--- config.mk ---
export PLATFORM = sky130hd
export DESIGN_NAME = ccpts_top
export DESIGN_NICKNAME = d
export VERILOG_FILES = /design/src/hdl/ccpts_pkg.sv /design/src/hdl/ccpts_dead_band.sv /design/src/hdl/ccpts_top.sv
export SDC_FILE = /design/constraint.sdc
export NUM_CORES = 1
export LEC_CHECK = 0
export ABC_AREA = 0
export BUFFER_PORTS_ARGS = -buffer_cell sky130_fd_sc_hd__buf_2
export CAP_MARGIN = 20
export CORE_UTILIZATION = 45
export DETAILED_ROUTE_END_ITERATION = 16
export HOLD_SLACK_MARGIN = 0.15
export PLACE_DENSITY_LB_ADDON = 0.08
export SLEW_MARGIN = 20
export SYNTH_ARGS = -nofsm -noshare
export SYNTH_HDL_FRONTEND = slang
export SYNTH_SLANG_ARGS = --single-unit
--- constraint.sdc ---
create_clock -name clk_i -period 2.1 [get_ports clk_i]
set_clock_uncertainty 0.05 [all_clocks]
set_input_delay 0.105 -clock clk_i [delete_from_list [all_inputs] [get_ports clk_i]]
set_output_delay 0.105 -clock clk_i [all_outputs]
set_load 0.02 [all_outputs]
--- src/hdl/ccpts_pkg.sv ---
package ccpts_pkg;

    // ************************************************************
    // Register map (index on the plain register port)
    // ************************************************************
    localparam logic [5:0] UNIT_COUNT        = 6'h07;  // Units 4..10
    localparam logic [5:0] ADDR_CTRL_BASE    = 6'h00;  // Control regs 0x00..0x06
    localparam logic [5:0] ADDR_DLOW_BASE    = 6'h08;  // Data low bytes 0x08..0x0E
    localparam logic [5:0] ADDR_DHIGH_BASE   = 6'h10;  // Data high bytes 0x10..0x16
    localparam logic [5:0] ADDR_TSEL_A       = 6'h18;
    localparam logic [5:0] ADDR_TSEL_B       = 6'h19;
    localparam logic [5:0] ADDR_DEAD_BAND    = 6'h1A;
    localparam logic [5:0] ADDR_PERIOD       = 6'h1B;
    localparam logic [5:0] ADDR_DUTY         = 6'h1C;
    localparam logic [5:0] ADDR_BRIDGE_CTRL  = 6'h1D;
    localparam logic [5:0] ADDR_STATUS       = 6'h1E;

    // ************************************************************
    // Field positions
    // ************************************************************
    localparam int TSA_U4_LSB  = 0;  // 2 bits
    localparam int TSA_U5_BIT  = 2;
    localparam int TSA_U6_BIT  = 3;
    localparam int TSA_U7_LSB  = 4;  // 2 bits
    localparam int TSB_U8_LSB  = 0;  // 2 bits
    localparam int TSB_U9_BIT  = 2;
    localparam int TSB_U10_BIT = 3;
    localparam int CTRL_PWM_BIT = 3; // Unit control: 1 = PWM group
    localparam int BRG_EN_BIT   = 0; // Bridge control: half-bridge enable

    // ************************************************************
    // Reset values
    // ************************************************************
    localparam logic [7:0] RST_BYTE   = 8'h00;
    localparam logic [7:0] RST_PERIOD = 8'hFF;
    localparam logic [6:0] RST_DEAD   = 7'h00;

    // ************************************************************
    // Timer codes
    // ************************************************************
    typedef enum logic [3:0] {
        CCPTS_TMR_NONE = 4'h0,
        CCPTS_TMR1 = 4'h1, CCPTS_TMR2 = 4'h2, CCPTS_TMR3 = 4'h3, CCPTS_TMR4 = 4'h4,
        CCPTS_TMR5 = 4'h5, CCPTS_TMR6 = 4'h6, CCPTS_TMR8 = 4'h8
    } ccpts_timer_t;

    typedef struct packed {
        logic [5:0] addr;
        logic [7:0] wdata;
        logic       wr;
        logic       rd;
    } ccpts_bus_t;

endpackage : ccpts_pkg

--- src/hdl/ccpts_dead_band.sv ---
`timescale 1ns/1ps
`default_nettype none
// Delays the rising edge of one output by a programmable count
module ccpts_dead_band
    import ccpts_pkg::*;
#(
    parameter int DW = 7
) (
    input  wire logic          clk_i,
    input  wire logic          reset_i,
    input  wire logic          pwm_i,
    input  wire logic [DW-1:0] delay_i,
    output logic               out_o
);
    logic [DW-1:0] cnt_q, cnt_d;
    logic          out_q, out_d;

    // ************************************************************
    // Next state: count while input high, assert on reaching delay
    // ************************************************************
    always_comb begin
        cnt_d = cnt_q;
        out_d = out_q;
        if (!pwm_i) begin
            cnt_d = '0;
            out_d = 1'b0;             // Falling edge follows at once
        end else if (cnt_q >= delay_i) begin
            out_d = 1'b1;
        end else begin
            cnt_d = cnt_q + 1'b1;
        end
    end

    // Registers
    always_ff @(posedge clk_i) begin
        if (reset_i) begin
            cnt_q <= '0;
            out_q <= 1'b0;
        end else begin
            cnt_q <= cnt_d;
            out_q <= out_d;
        end
    end

    // Short high phase never reaches the output
    assign out_o = out_q;

    delay_hold_a: assert property (@(posedge clk_i) disable iff (reset_i)
        !pwm_i |=> !out_q) else $error("output not dropped after input fell");
endmodule : ccpts_dead_band
`default_nettype wire

--- src/hdl/ccpts_top.sv ---
// Contract
// - Each unit has a control register and 16-bit data register in two bytes.
// - Capture/compare uses timers 1,3,5; PWM uses timers 2,4,6,8.
// - Each unit's timer comes from its select field.
// - All units run together and may share a timer within one mode group.
// - Select register A holds units 4-7; register B holds units 8-10.
// - Unit 4 and unit 7 two-bit select maps per the timer tables.
// - Units 5 and 6 one-bit select maps to timers 1/5 and 2/4 or 2/2.
// - Units 8-10 use timer 1 for capture; PWM per their select codes.
// - Half-bridge drives PWM on output A and its complement on B.
// - Seven-bit dead band sets cycles before an output goes active.
// - Dead band longer than the active phase keeps that output inactive.
// - PWM timer counts to period then wraps; period resets to FFh.
//
// Added by the designer: the address-and-strobe port and the register offsets.
`timescale 1ns/1ps
`default_nettype none
module ccpts_top
    import ccpts_pkg::*;
#(
    parameter int NUNITS = 7
) (
    input  wire logic        clk_i,
    input  wire logic        reset_i,
    input  wire logic [5:0]  addr_i,
    input  wire logic [7:0]  wdata_i,
    input  wire logic        wr_i,
    input  wire logic        rd_i,
    output logic      [7:0]  rdata_o,
    output logic      [27:0] unit_timer_o,     // 4-bit timer code per unit, unit 4 lowest
    output logic             bridge_output_a_o,
    output logic             bridge_output_b_o,
    output logic      [7:0]  pwm_count_o
);
    import ccpts_pkg::*;

    // ************************************************************
    // Register storage
    // ************************************************************
    logic [7:0] ctrl_q [NUNITS];
    logic [7:0] ctrl_d [NUNITS];
    logic [7:0] dlow_q [NUNITS];
    logic [7:0] dlow_d [NUNITS];
    logic [7:0] dhigh_q[NUNITS];
    logic [7:0] dhigh_d[NUNITS];
    logic [7:0] tsel_a_q, tsel_a_d;
    logic [7:0] tsel_b_q, tsel_b_d;
    logic [6:0] dead_q,   dead_d;
    logic [7:0] period_q, period_d;
    logic [7:0] duty_q,   duty_d;
    logic [7:0] brg_q,    brg_d;
    logic [7:0] rdata_q,  rdata_d;
    logic [7:0] cnt_q,    cnt_d;
    logic       pwm_q,    pwm_d;
    ccpts_bus_t bus;

    assign bus = '{addr: addr_i, wdata: wdata_i, wr: wr_i, rd: rd_i};

    // Index of a unit register inside a bank, or 7 if outside it
    function automatic logic [2:0] bank_index(input logic [5:0] a, input logic [5:0] base);
        logic [5:0] off;
        off = a - base;
        if (a >= base && off < UNIT_COUNT)
            bank_index = off[2:0];
        else
            bank_index = 3'h7;
    endfunction : bank_index

    // ************************************************************
    // Register writes and read mux
    // ************************************************************
    always_comb begin
        logic [2:0] ic, il, ih;
        ic = bank_index(bus.addr, ADDR_CTRL_BASE);
        il = bank_index(bus.addr, ADDR_DLOW_BASE);
        ih = bank_index(bus.addr, ADDR_DHIGH_BASE);
        for (int i = 0; i < NUNITS; i++) begin
            ctrl_d[i]  = ctrl_q[i];
            dlow_d[i]  = dlow_q[i];
            dhigh_d[i] = dhigh_q[i];
        end
        tsel_a_d = tsel_a_q;
        tsel_b_d = tsel_b_q;
        dead_d   = dead_q;
        period_d = period_q;
        duty_d   = duty_q;
        brg_d    = brg_q;
        rdata_d  = 8'h00;
        if (bus.wr) begin
            if (ic != 3'h7) ctrl_d[ic] = bus.wdata;
            if (il != 3'h7) dlow_d[il] = bus.wdata;
            if (ih != 3'h7) dhigh_d[ih] = bus.wdata;
            case (bus.addr)
                ADDR_TSEL_A:      tsel_a_d = bus.wdata;
                ADDR_TSEL_B:      tsel_b_d = {4'h0, bus.wdata[3:0]};
                ADDR_DEAD_BAND:   dead_d   = bus.wdata[6:0];
                ADDR_PERIOD:      period_d = bus.wdata;
                ADDR_DUTY:        duty_d   = bus.wdata;
                ADDR_BRIDGE_CTRL: brg_d    = {7'h00, bus.wdata[BRG_EN_BIT]};
                default: ;
            endcase
        end
        if (bus.rd) begin
            if (ic != 3'h7) rdata_d = ctrl_q[ic];
            if (il != 3'h7) rdata_d = dlow_q[il];
            if (ih != 3'h7) rdata_d = dhigh_q[ih];
            case (bus.addr)
                ADDR_TSEL_A:      rdata_d = tsel_a_q;
                ADDR_TSEL_B:      rdata_d = tsel_b_q;
                ADDR_DEAD_BAND:   rdata_d = {1'b0, dead_q};
                ADDR_PERIOD:      rdata_d = period_q;
                ADDR_DUTY:        rdata_d = duty_q;
                ADDR_BRIDGE_CTRL: rdata_d = brg_q;
                ADDR_STATUS:      rdata_d = {5'h00, bridge_output_b_o, bridge_output_a_o, pwm_q};
                default: ;
            endcase
        end
    end

    always_ff @(posedge clk_i) begin
        if (reset_i) begin
            for (int i = 0; i < NUNITS; i++) begin
                ctrl_q[i]  <= RST_BYTE;
                dlow_q[i]  <= RST_BYTE;
                dhigh_q[i] <= RST_BYTE;
            end
            tsel_a_q <= RST_BYTE;
            tsel_b_q <= RST_BYTE;
            dead_q   <= RST_DEAD;
            period_q <= RST_PERIOD;
            duty_q   <= RST_BYTE;
            brg_q    <= RST_BYTE;
            rdata_q  <= RST_BYTE;
        end else begin
            for (int i = 0; i < NUNITS; i++) begin
                ctrl_q[i]  <= ctrl_d[i];
                dlow_q[i]  <= dlow_d[i];
                dhigh_q[i] <= dhigh_d[i];
            end
            tsel_a_q <= tsel_a_d;
            tsel_b_q <= tsel_b_d;
            dead_q   <= dead_d;
            period_q <= period_d;
            duty_q   <= duty_d;
            brg_q    <= brg_d;
            rdata_q  <= rdata_d;
        end
    end

    assign rdata_o = rdata_q;

    // ************************************************************
    // Timer routing per unit
    // ************************************************************
    // Decodes select code and mode into a timer; reserved codes give none
    function automatic ccpts_timer_t route(input int unit, input logic [1:0] s, input logic pwm);
        ccpts_timer_t t;
        t = CCPTS_TMR_NONE;
        case (unit)
            4: case (s)
                2'b00: t = pwm ? CCPTS_TMR2 : CCPTS_TMR1;
                2'b01: t = pwm ? CCPTS_TMR4 : CCPTS_TMR3;
                2'b10: t = pwm ? CCPTS_TMR6 : CCPTS_TMR3;
                default: t = CCPTS_TMR_NONE;
            endcase
            5: t = s[0] ? (pwm ? CCPTS_TMR4 : CCPTS_TMR5) : (pwm ? CCPTS_TMR2 : CCPTS_TMR1);
            6: t = s[0] ? (pwm ? CCPTS_TMR2 : CCPTS_TMR5) : (pwm ? CCPTS_TMR2 : CCPTS_TMR1);
            7: case (s)
                2'b00: t = pwm ? CCPTS_TMR2 : CCPTS_TMR1;
                2'b01: t = pwm ? CCPTS_TMR4 : CCPTS_TMR5;
                2'b10: t = pwm ? CCPTS_TMR6 : CCPTS_TMR5;
                default: t = pwm ? CCPTS_TMR8 : CCPTS_TMR5;
            endcase
            8: case (s)
                2'b00: t = pwm ? CCPTS_TMR2 : CCPTS_TMR1;
                2'b01: t = pwm ? CCPTS_TMR4 : CCPTS_TMR1;
                2'b10: t = pwm ? CCPTS_TMR6 : CCPTS_TMR1;
                default: t = CCPTS_TMR_NONE;
            endcase
            9: t = pwm ? (s[0] ? CCPTS_TMR4 : CCPTS_TMR2) : CCPTS_TMR1;
            default: t = s[0] ? CCPTS_TMR_NONE : (pwm ? CCPTS_TMR2 : CCPTS_TMR1);
        endcase
        return t;
    endfunction : route

    // Each unit decoded on its own, so sharing a timer is free
    always_comb begin
        logic [1:0] sel [NUNITS];
        sel[0] = tsel_a_q[TSA_U4_LSB +: 2];
        sel[1] = {1'b0, tsel_a_q[TSA_U5_BIT]};
        sel[2] = {1'b0, tsel_a_q[TSA_U6_BIT]};
        sel[3] = tsel_a_q[TSA_U7_LSB +: 2];
        sel[4] = tsel_b_q[TSB_U8_LSB +: 2];
        sel[5] = {1'b0, tsel_b_q[TSB_U9_BIT]};
        sel[6] = {1'b0, tsel_b_q[TSB_U10_BIT]};
        for (int i = 0; i < NUNITS; i++)
            unit_timer_o[4*i +: 4] = route(i + 4, sel[i], ctrl_q[i][CTRL_PWM_BIT]);
    end

    // ************************************************************
    // PWM time base and half-bridge output stage
    // ************************************************************
    always_comb begin
        cnt_d = (cnt_q == period_q) ? 8'h00 : cnt_q + 8'h01;
        pwm_d = brg_q[BRG_EN_BIT] && (cnt_d < duty_q);
    end

    always_ff @(posedge clk_i) begin
        if (reset_i) begin
            cnt_q <= 8'h00;
            pwm_q <= 1'b0;
        end else begin
            cnt_q <= cnt_d;
            pwm_q <= pwm_d;
        end
    end

    assign pwm_count_o = cnt_q;

    // Separate delay chains so each output waits out the band
    ccpts_dead_band #(.DW(7)) u_band_a (
        .clk_i   (clk_i),
        .reset_i (reset_i),
        .pwm_i   (pwm_q),
        .delay_i (dead_q),
        .out_o   (bridge_output_a_o)
    );

    ccpts_dead_band #(.DW(7)) u_band_b (
        .clk_i   (clk_i),
        .reset_i (reset_i),
        .pwm_i   (brg_q[BRG_EN_BIT] & ~pwm_q),
        .delay_i (dead_q),
        .out_o   (bridge_output_b_o)
    );

    // ************************************************************
    // Checks
    // ************************************************************
    // Time base: one step per cycle, back to zero after the period match
    wrap_count_a: assert property (@(posedge clk_i) disable iff (reset_i)
        (cnt_q == period_q) |=> (cnt_q == 8'h00))
        else $error("timer did not wrap");
    count_step_a: assert property (@(posedge clk_i) disable iff (reset_i)
        (cnt_q != period_q) |=> (cnt_q == $past(cnt_q) + 8'h01))
        else $error("timer skipped a count");
    period_write_a: assert property (@(posedge clk_i) disable iff (reset_i)
        (wr_i && addr_i == ADDR_PERIOD) |=> (period_q == $past(wdata_i)))
        else $error("period write lost");

    // Bridge pair: never both on, and a disabled stage stays quiet
    no_overlap_a: assert property (@(posedge clk_i) disable iff (reset_i)
        !(bridge_output_a_o && bridge_output_b_o))
        else $error("bridge shoot-through");
    bridge_off_a: assert property (@(posedge clk_i) disable iff (reset_i)
        !brg_q[BRG_EN_BIT] |=> !pwm_q)
        else $error("pwm active while bridge disabled");
    band_delay_a: assert property (@(posedge clk_i) disable iff (reset_i)
        ($rose(pwm_q) && dead_q == 7'h02) |-> !bridge_output_a_o [*3])
        else $error("dead band too short");

    // Register port: read data only in the cycle after a read strobe
    tsel_read_a: assert property (@(posedge clk_i) disable iff (reset_i)
        (rd_i && addr_i == ADDR_TSEL_A) |=> (rdata_o == $past(tsel_a_q)))
        else $error("select readback");
    read_idle_a: assert property (@(posedge clk_i) disable iff (reset_i)
        !rd_i |=> (rdata_o == 8'h00))
        else $error("read data outside read cycle");

    // Routing spot checks, at least one per select style and mode group
    unit4_pwm_a: assert property (@(posedge clk_i) disable iff (reset_i)
        (ctrl_q[0][CTRL_PWM_BIT] && tsel_a_q[1:0] == 2'b10) |-> (unit_timer_o[3:0] == 4'h6))
        else $error("unit 4 pwm route");
    unit4_cc_a: assert property (@(posedge clk_i) disable iff (reset_i)
        (!ctrl_q[0][CTRL_PWM_BIT] && tsel_a_q[1:0] == 2'b01) |-> (unit_timer_o[3:0] == 4'h3))
        else $error("unit 4 capture route");
    unit5_pwm_a: assert property (@(posedge clk_i) disable iff (reset_i)
        (ctrl_q[1][CTRL_PWM_BIT] && tsel_a_q[TSA_U5_BIT]) |-> (unit_timer_o[7:4] == 4'h4))
        else $error("unit 5 pwm route");
    unit6_pwm_a: assert property (@(posedge clk_i) disable iff (reset_i)
        ctrl_q[2][CTRL_PWM_BIT] |-> (unit_timer_o[11:8] == 4'h2))
        else $error("unit 6 pwm route");
    unit6_group_a: assert property (@(posedge clk_i) disable iff (reset_i)
        !ctrl_q[2][CTRL_PWM_BIT] |-> (unit_timer_o[11:8] == 4'h1 || unit_timer_o[11:8] == 4'h5))
        else $error("unit 6 capture group");
    unit7_cc_a: assert property (@(posedge clk_i) disable iff (reset_i)
        (!ctrl_q[3][CTRL_PWM_BIT] && tsel_a_q[5:4] != 2'b00) |-> (unit_timer_o[15:12] == 4'h5))
        else $error("unit 7 capture route");
    unit7_pwm_a: assert property (@(posedge clk_i) disable iff (reset_i)
        (ctrl_q[3][CTRL_PWM_BIT] && tsel_a_q[5:4] == 2'b11) |-> (unit_timer_o[15:12] == 4'h8))
        else $error("unit 7 pwm route");
    unit8_cc_a: assert property (@(posedge clk_i) disable iff (reset_i)
        (!ctrl_q[4][CTRL_PWM_BIT] && tsel_b_q[1:0] != 2'b11) |-> (unit_timer_o[19:16] == 4'h1))
        else $error("unit 8 capture route");
    unit9_cc_a: assert property (@(posedge clk_i) disable iff (reset_i)
        !ctrl_q[5][CTRL_PWM_BIT] |-> (unit_timer_o[23:20] == 4'h1))
        else $error("unit 9 capture route");
    unit9_pwm_a: assert property (@(posedge clk_i) disable iff (reset_i)
        (ctrl_q[5][CTRL_PWM_BIT] && tsel_b_q[TSB_U9_BIT]) |-> (unit_timer_o[23:20] == 4'h4))
        else $error("unit 9 pwm route");
    unit10_pwm_a: assert property (@(posedge clk_i) disable iff (reset_i)
        (ctrl_q[6][CTRL_PWM_BIT] && !tsel_b_q[TSB_U10_BIT]) |-> (unit_timer_o[27:24] == 4'h2))
        else $error("unit 10 pwm route");
endmodule : ccpts_top
`default_nettype wire

Word-level counts from Yosys, hierarchy flattened
Memories as Yosys holds them, arrays and structs flattened.
Index checks and enable logic that the tools add are counted.
{"block": "word_totals", "memories": 3, "output_inout_bits": 46, "register_bits": 69, "inputBits": 18, "ram_bits": 168, "word_cells": 170}
{"memory": "ctrl_q", "depth": 7, "word_bits": 8, "rd": 8, "rd_clocked_by_memory_dff": 0, "wr": 7, "line": "ccpts_top.sv:40", "source": "logic [7:0] ctrl_q [NUNITS];"}
{"memory": "dhigh_q", "depth": 7, "word_bits": 8, "rd": 8, "rd_clocked_by_memory_dff": 0, "wr": 7, "line": "ccpts_top.sv:44", "source": "logic [7:0] dhigh_q[NUNITS];"}
{"memory": "dlow_q", "depth": 7, "word_bits": 8, "rd": 8, "rd_clocked_by_memory_dff": 0, "wr": 7, "line": "ccpts_top.sv:42", "source": "logic [7:0] dlow_q [NUNITS];"}
{"block": "op_classes", "n_addsub": 5, "bitwise_logic": 28, "mux": 70, "n_eq_ne": 17, "magnitude_cmp": 15, "reduce_logical": 19}
{"operator": "2-to-1 mux 56 bit", "count": 6}
{"operator": "2-to-1 mux 8 bit", "count": 28}
{"operator": "bitwise mux 56 bit", "count": 3}
{"operator": "demux 8 bit (select 3 bit)", "count": 3}
{"operator": "case mux 8 bit (7 select lines)", "count": 1}
{"operator": "equality test 6 x 5 -> 1 bit (second input constant)", "count": 7}
{"operator": "2-to-1 mux 3 bit", "count": 12}
{"operator": "OR 1 bit", "count": 21}
{"operator": "less-than comparator 6 x 3 -> 1 bit (second input constant)", "count": 3}
{"operator": "case mux 3 bit (3 select lines)", "count": 2}
{"operator": "2-to-1 mux 2 bit", "count": 8}
{"operator": "adder 7 x 1 -> 7 bit (second input constant)", "count": 2}
{"operator": "greater-or-equal comparator 7 bit", "count": 2}
{"operator": "greater-or-equal comparator 4 bit (second input constant)", "count": 3}
{"operator": "less-than comparator 4 x 1 -> 1 bit (second input constant)", "count": 3}
{"operator": "NOT 3 -> 4 bit", "count": 3}
{"operator": "case mux 4 bit (3 select lines)", "count": 1}
{"operator": "AND reduction 2 bit", "count": 6}
{"operator": "!= test 3 bit (second input constant)", "count": 3}
{"operator": "adder 8 x 1 -> 8 bit (second input constant)", "count": 1}
{"operator": "equality test 8 bit", "count": 1}
{"operator": "less-than comparator 8 bit", "count": 1}
{"operator": "logical AND 1 bit", "count": 7}
{"operator": "equality test 2 x 1 -> 1 bit (second input constant)", "count": 3}
{"operator": "other kinds (12)", "count": 24}

Depth between registers and ports, before layout
{"block": "depth", "word_depth": 13, "depth_mapped": 11, "depth_no_buf": 10}

Hierarchy
From an unflattened synthesis, not the netlist that was laid out.
{"block": "hier_totals", "cells_unflattened": 1344, "area_unflattened_um2": 11753.8}
{"mod": "ccpts_top", "instances": 1, "area_per_inst_um2": 10690.3, "cells_each": 1218}
{"mod": "ccpts_dead_band", "instances": 2, "area_per_inst_um2": 531.8, "cells_each": 63}

Worst setup path after synthesis
Ideal clock, no wire load.
{"block": "synth_path", "path_kind": "reg2reg", "startpoint": "register cnt_q[0] (netlist: pwm_count_o[0])", "endpoint": "register pwm_q", "setup_time_ps": 74, "stages_incl_launch_ff": 12, "arrival_ps": 2208, "period_less_slack_ps": 2332, "path_slack_ps": -232, "cell_sequence": "dfxtp_1 > xnor2_1 > nand4_1 > nor2_1 > clkbuf_1 > nor2_1 > ha_1 > nand2_1 > nor2_1 > a211oi_1 > o31ai_1 > a31oi_1"}
{"block": "synth_between", "elab_chain_cells": 4}
{"element": "start: declaration", "line": "ccpts_top.sv:53", "source": "logic [7:0] cnt_q, cnt_d;"}
{"element": "start signal: assignment", "line": "ccpts_top.sv:213", "source": "cnt_q <= cnt_d;"}
{"element": "adder 8 x 1 -> 8 bit / equality test 8 bit (equally long branches)", "line": "ccpts_top.sv:204", "source": "cnt_d = (cnt_q == period_q) ? 8'h00 : cnt_q + 8'h01;"}
{"element": "2-to-1 mux 8 bit (*)", "line": "ccpts_top.sv:204"}
{"element": "net cnt_d[2]", "line": "ccpts_top.sv:53"}
{"element": "less-than comparator 8 bit (*)", "line": "ccpts_top.sv:205", "source": "pwm_d = brg_q[BRG_EN_BIT] && (cnt_d < duty_q);"}
{"element": "logical AND 1 bit (*)", "line": "ccpts_top.sv:205"}
{"element": "end signal: assignment", "line": "ccpts_top.sv:214", "source": "pwm_q <= pwm_d;"}
{"element": "end: declaration", "line": "ccpts_top.sv:54", "source": "logic pwm_q, pwm_d;"}
Mark *: on every way through the listed nets, which the timed path passes. The rest lies on a longest branch.
A chain may end at the register's enable or synchronous reset.

Final worst setup path
Ends and elaborated chain as after synthesis.

==> run summary <==
status: complete, no violations
Mapped Cells: 1330
FF-to-FF path depth: 10
Area Overhead vs Synth: 20.4%
final wirelength: 35.8 mm
routability cong.: 0.866
combinational fraction of design power: 8.1%
Max Cap Viol: 0
final hold vios: 0
placed insts: 1730
Critical Path Fanout Max: 6
clk buf depth: 3
first-pass GRT wire length: 54.0 mm
Avg Inst Size Synth: 8.91 sq um
peak supply drop: 0.724 mV
Critical Path End Type: register
Post-synth EDFFs: 0
Netlist cell types: 87
htree depth: 1
die height: 164 um
Power Density: 704 mW/mm^2
Rows: 59
Vias/cell: 5.59
WHS Endpoint: rdata_o[7]
Layout Cells excl Fill: 1795
die area: 0.0270 sq mm
Final Net Count: 1486
mapped cell area: 0.0118 sq mm
crit path cell chain: ha_2 -> and3_4 -> nand3_2 -> xor2_2 -> nor2_2 -> ha_1 -> and4_1 -> nand2_1 -> nand3_1 -> a31oi_1
Top FF cell, synth: dfxtp_1
unrepaired setup endpoints after global routing: true
Sw Ratio: 24.6%
final worst path period need: 2030 ps
DR iter-0 viols: 877
Fin Hold WS: 252 ps
sequential fraction of the synthesis area: 40.1%
DRC: 0
hpwl dp: 23.9 mm
layout cell share with drive strength beyond 1: 19.7%
Hold Path Origin: addr_i[5]
vias in the first global route: 8968
initial antenna violation count: 1
FFs w/ async S/R, synth: 0%
crit path DAT: 2450 ps
Synth Register Bits: 237
Seq pwr share: 45.3%
CTS tree: built
First-pass DRT Iterations: 5
root buf cell: clkbuf_16
Slowest-stage cell, CP: dfxtp_4
gr usage total: 26.4%
Crit Reg-Reg Startpoint: pwm_count_o[0]
fin crit share: 96.7%
clk slew on worst S/H paths: 60 ps
RR Endpoint: pwm_q
largest net degree at the start of global routing: 163
Inserted Diodes: 0
CP peak stage delay: 380 ps
cts bufs inserted: 27
die width: 164 um
crit start category: register
Worst Tran Pin Value: 807 ps
IO Count: 64
sinks on the clock net: 237
synth warn: 0
grt total ovfl: 0
count of final setup violators: 0
fmax: 493 MHz
max_slew headroom: 46.2%
core area: 0.0259 sq mm
Internal: 7.56 mW
P_leak: 5.76 nW
DR WL/cell: 20.0 um
Vias: 10000
sw power: 2.47 mW
post-layout util: 55.0%
WS Path Type: reg -> reg
R2R Setup Slk: 70 ps
CP Data Required Time: 2520 ps
Initial Utilization: 45.7%
fin. max-slew vios: 0
Hold Path Class: in -> reg
Worst Hold Depth: 5
port buffer count: 56
clock share of power: 46.6%
clk_lat worst skew: 540 ps
remaining antenna violation count: 0
## state kept, by name, summed over array words and instances, names as in the netlist
register        cells
u_band_b.out_o      1
ctrl_q             56
dhigh_q            56
tsel_a_q            8
pwm_count_o         8
u_band_b.cnt_q      7
rdata_o             8
period_q            8
duty_q              8
u_band_a.out_o      1
tsel_b_q            4
brg_q               1
u_band_a.cnt_q      7
dead_q              7
dlow_q             56
pwm_q               1
## stage by stage
step           setup slack (ps)  total power [mW]  setup TNS, ps  cell area, sq um
5_1_grt                   -55.6              10.4          -62.9             14300
3_3_place_gp              -27.2              5.42          -27.2             13100
4_1_cts                    5.66              10.1              0             14100
2_1_floorplan              44.2              5.13              0             11900
3_5_place_dp              -25.8              5.42          -25.8             13100
6_report                   69.6              10.0              0             14300
## Yosys cell counts (6+ instances only)
master	number	share of area (%)
nand3_1	35	1.5
o22ai_1	13	0.69
ha_1	29	3.1
o31ai_1	9	0.57
mux2i_1	209	18
buf_4	19	1.2
o2bb2ai_1	6	0.44
buf_1	14	0.44
buf_2	20	0.85
xnor2_1	17	1.3
o21ai_0	55	2.3
xor2_1	6	0.44
nor2b_1	15	0.79
nand2_1	103	3.3
clkbuf_1	51	1.6
nand3b_1	14	0.89
nor3_1	11	0.46
nor2_1	201	6.4
inv_1	31	0.98
nand2b_1	10	0.53
a21oi_1	79	3.3
a211oi_1	9	0.57
and2_1	6	0.32
nor3_4	10	1.4
dfxtp_1	237	40
## worst max-delay path by stage
stage                             to           start  depth (start not counted)  slack, ps
after floorplan                pwm_q  pwm_count_o[6]                         11         40
after global placement    rdata_o[0]       addr_i[3]                          7        -30
after detailed placement  rdata_o[0]       addr_i[3]                          7        -30
after CTS                      pwm_q     period_q[7]                         10          6
after global routing           pwm_q  pwm_count_o[0]                         10        -60
final                          pwm_q  pwm_count_o[0]                         10         70
## per-layer routing
metal	part of all wire, %	GRT usage, %
met4	1.7	5.35
met1	48	39.9
met3	6.8	4.04
met5	0	0
met2	43	39.3
## area by class of cell
class	instances	area [sq um]
fillers	2399	11700
multi-input cells	958	6590
flip-flops and latches	237	4770
repair buffers	183	1470
clock buffers	40	805
well taps	335	419
inverters	32	120
clock inverters	10	81.3
## power by group through the flow
stage | sequential (mW) | clock, mW | combinational (mW)
global placement | 4.65 | 0 | 0.774
CTS | 4.55 | 4.79 | 0.792
global route | 4.55 | 4.97 | 0.859
floorplan | 4.65 | 0 | 0.474
detailed placement | 4.65 | 0 | 0.774
finish | 4.55 | 4.68 | 0.810
## placed cells by master, fill, tap and decap left out, types with 8 or more instances in the layout
cell type	count
nor3_4	10
buf_12	16
buf_2	55
nand3b_1	14
xnor2_1	13
clkbuf_16	27
inv_1	31
nor2b_1	15
buf_4	99
dlygate4sd3_1	11
nor2_1	198
a21oi_1	78
o22ai_1	13
ha_1	27
nand2b_1	10
dfxtp_2	10
clkbuf_8	8
nand3_1	34
nand2_1	102
mux2i_1	209
o31ai_1	9
dfxtp_1	223
a211oi_1	9
nor3_1	11
o21ai_0	51
## critical path, delay by kind of cell (launching register included)
kind | cells | cell delay [ps]
AND/OR/NAND/NOR | 6 | 700
XOR/XNOR | 1 | 200
flip-flops | 1 | 380
adder cells (fa/ha/maj) | 2 | 490
AO/OA/AOI/OAI | 1 | 130
## kinds of logic after synthesis
logic type | count (synthesis) | share of synthesized area [%]
AO/OA/AOI/OAI | 232 | 12.4
XOR/XNOR | 23 | 1.70
adder cells (fa/ha/maj) | 29 | 3.06
buffers and inverters | 141 | 5.44
flip-flops | 237 | 40.1
multiplexers | 213 | 18.3
other | 1 | 0.0317
AND/OR/NAND/NOR | 454 | 19.0
## timing repair
action	in CTS	in global routing
hold buffers	11	0
endpoints found under the setup margin	0	9
gates resized for setup	0	33
buffers inserted	0	4
endpoints found under the hold margin	98	0
No activity file was read; power rests on OpenSTA's default activity.
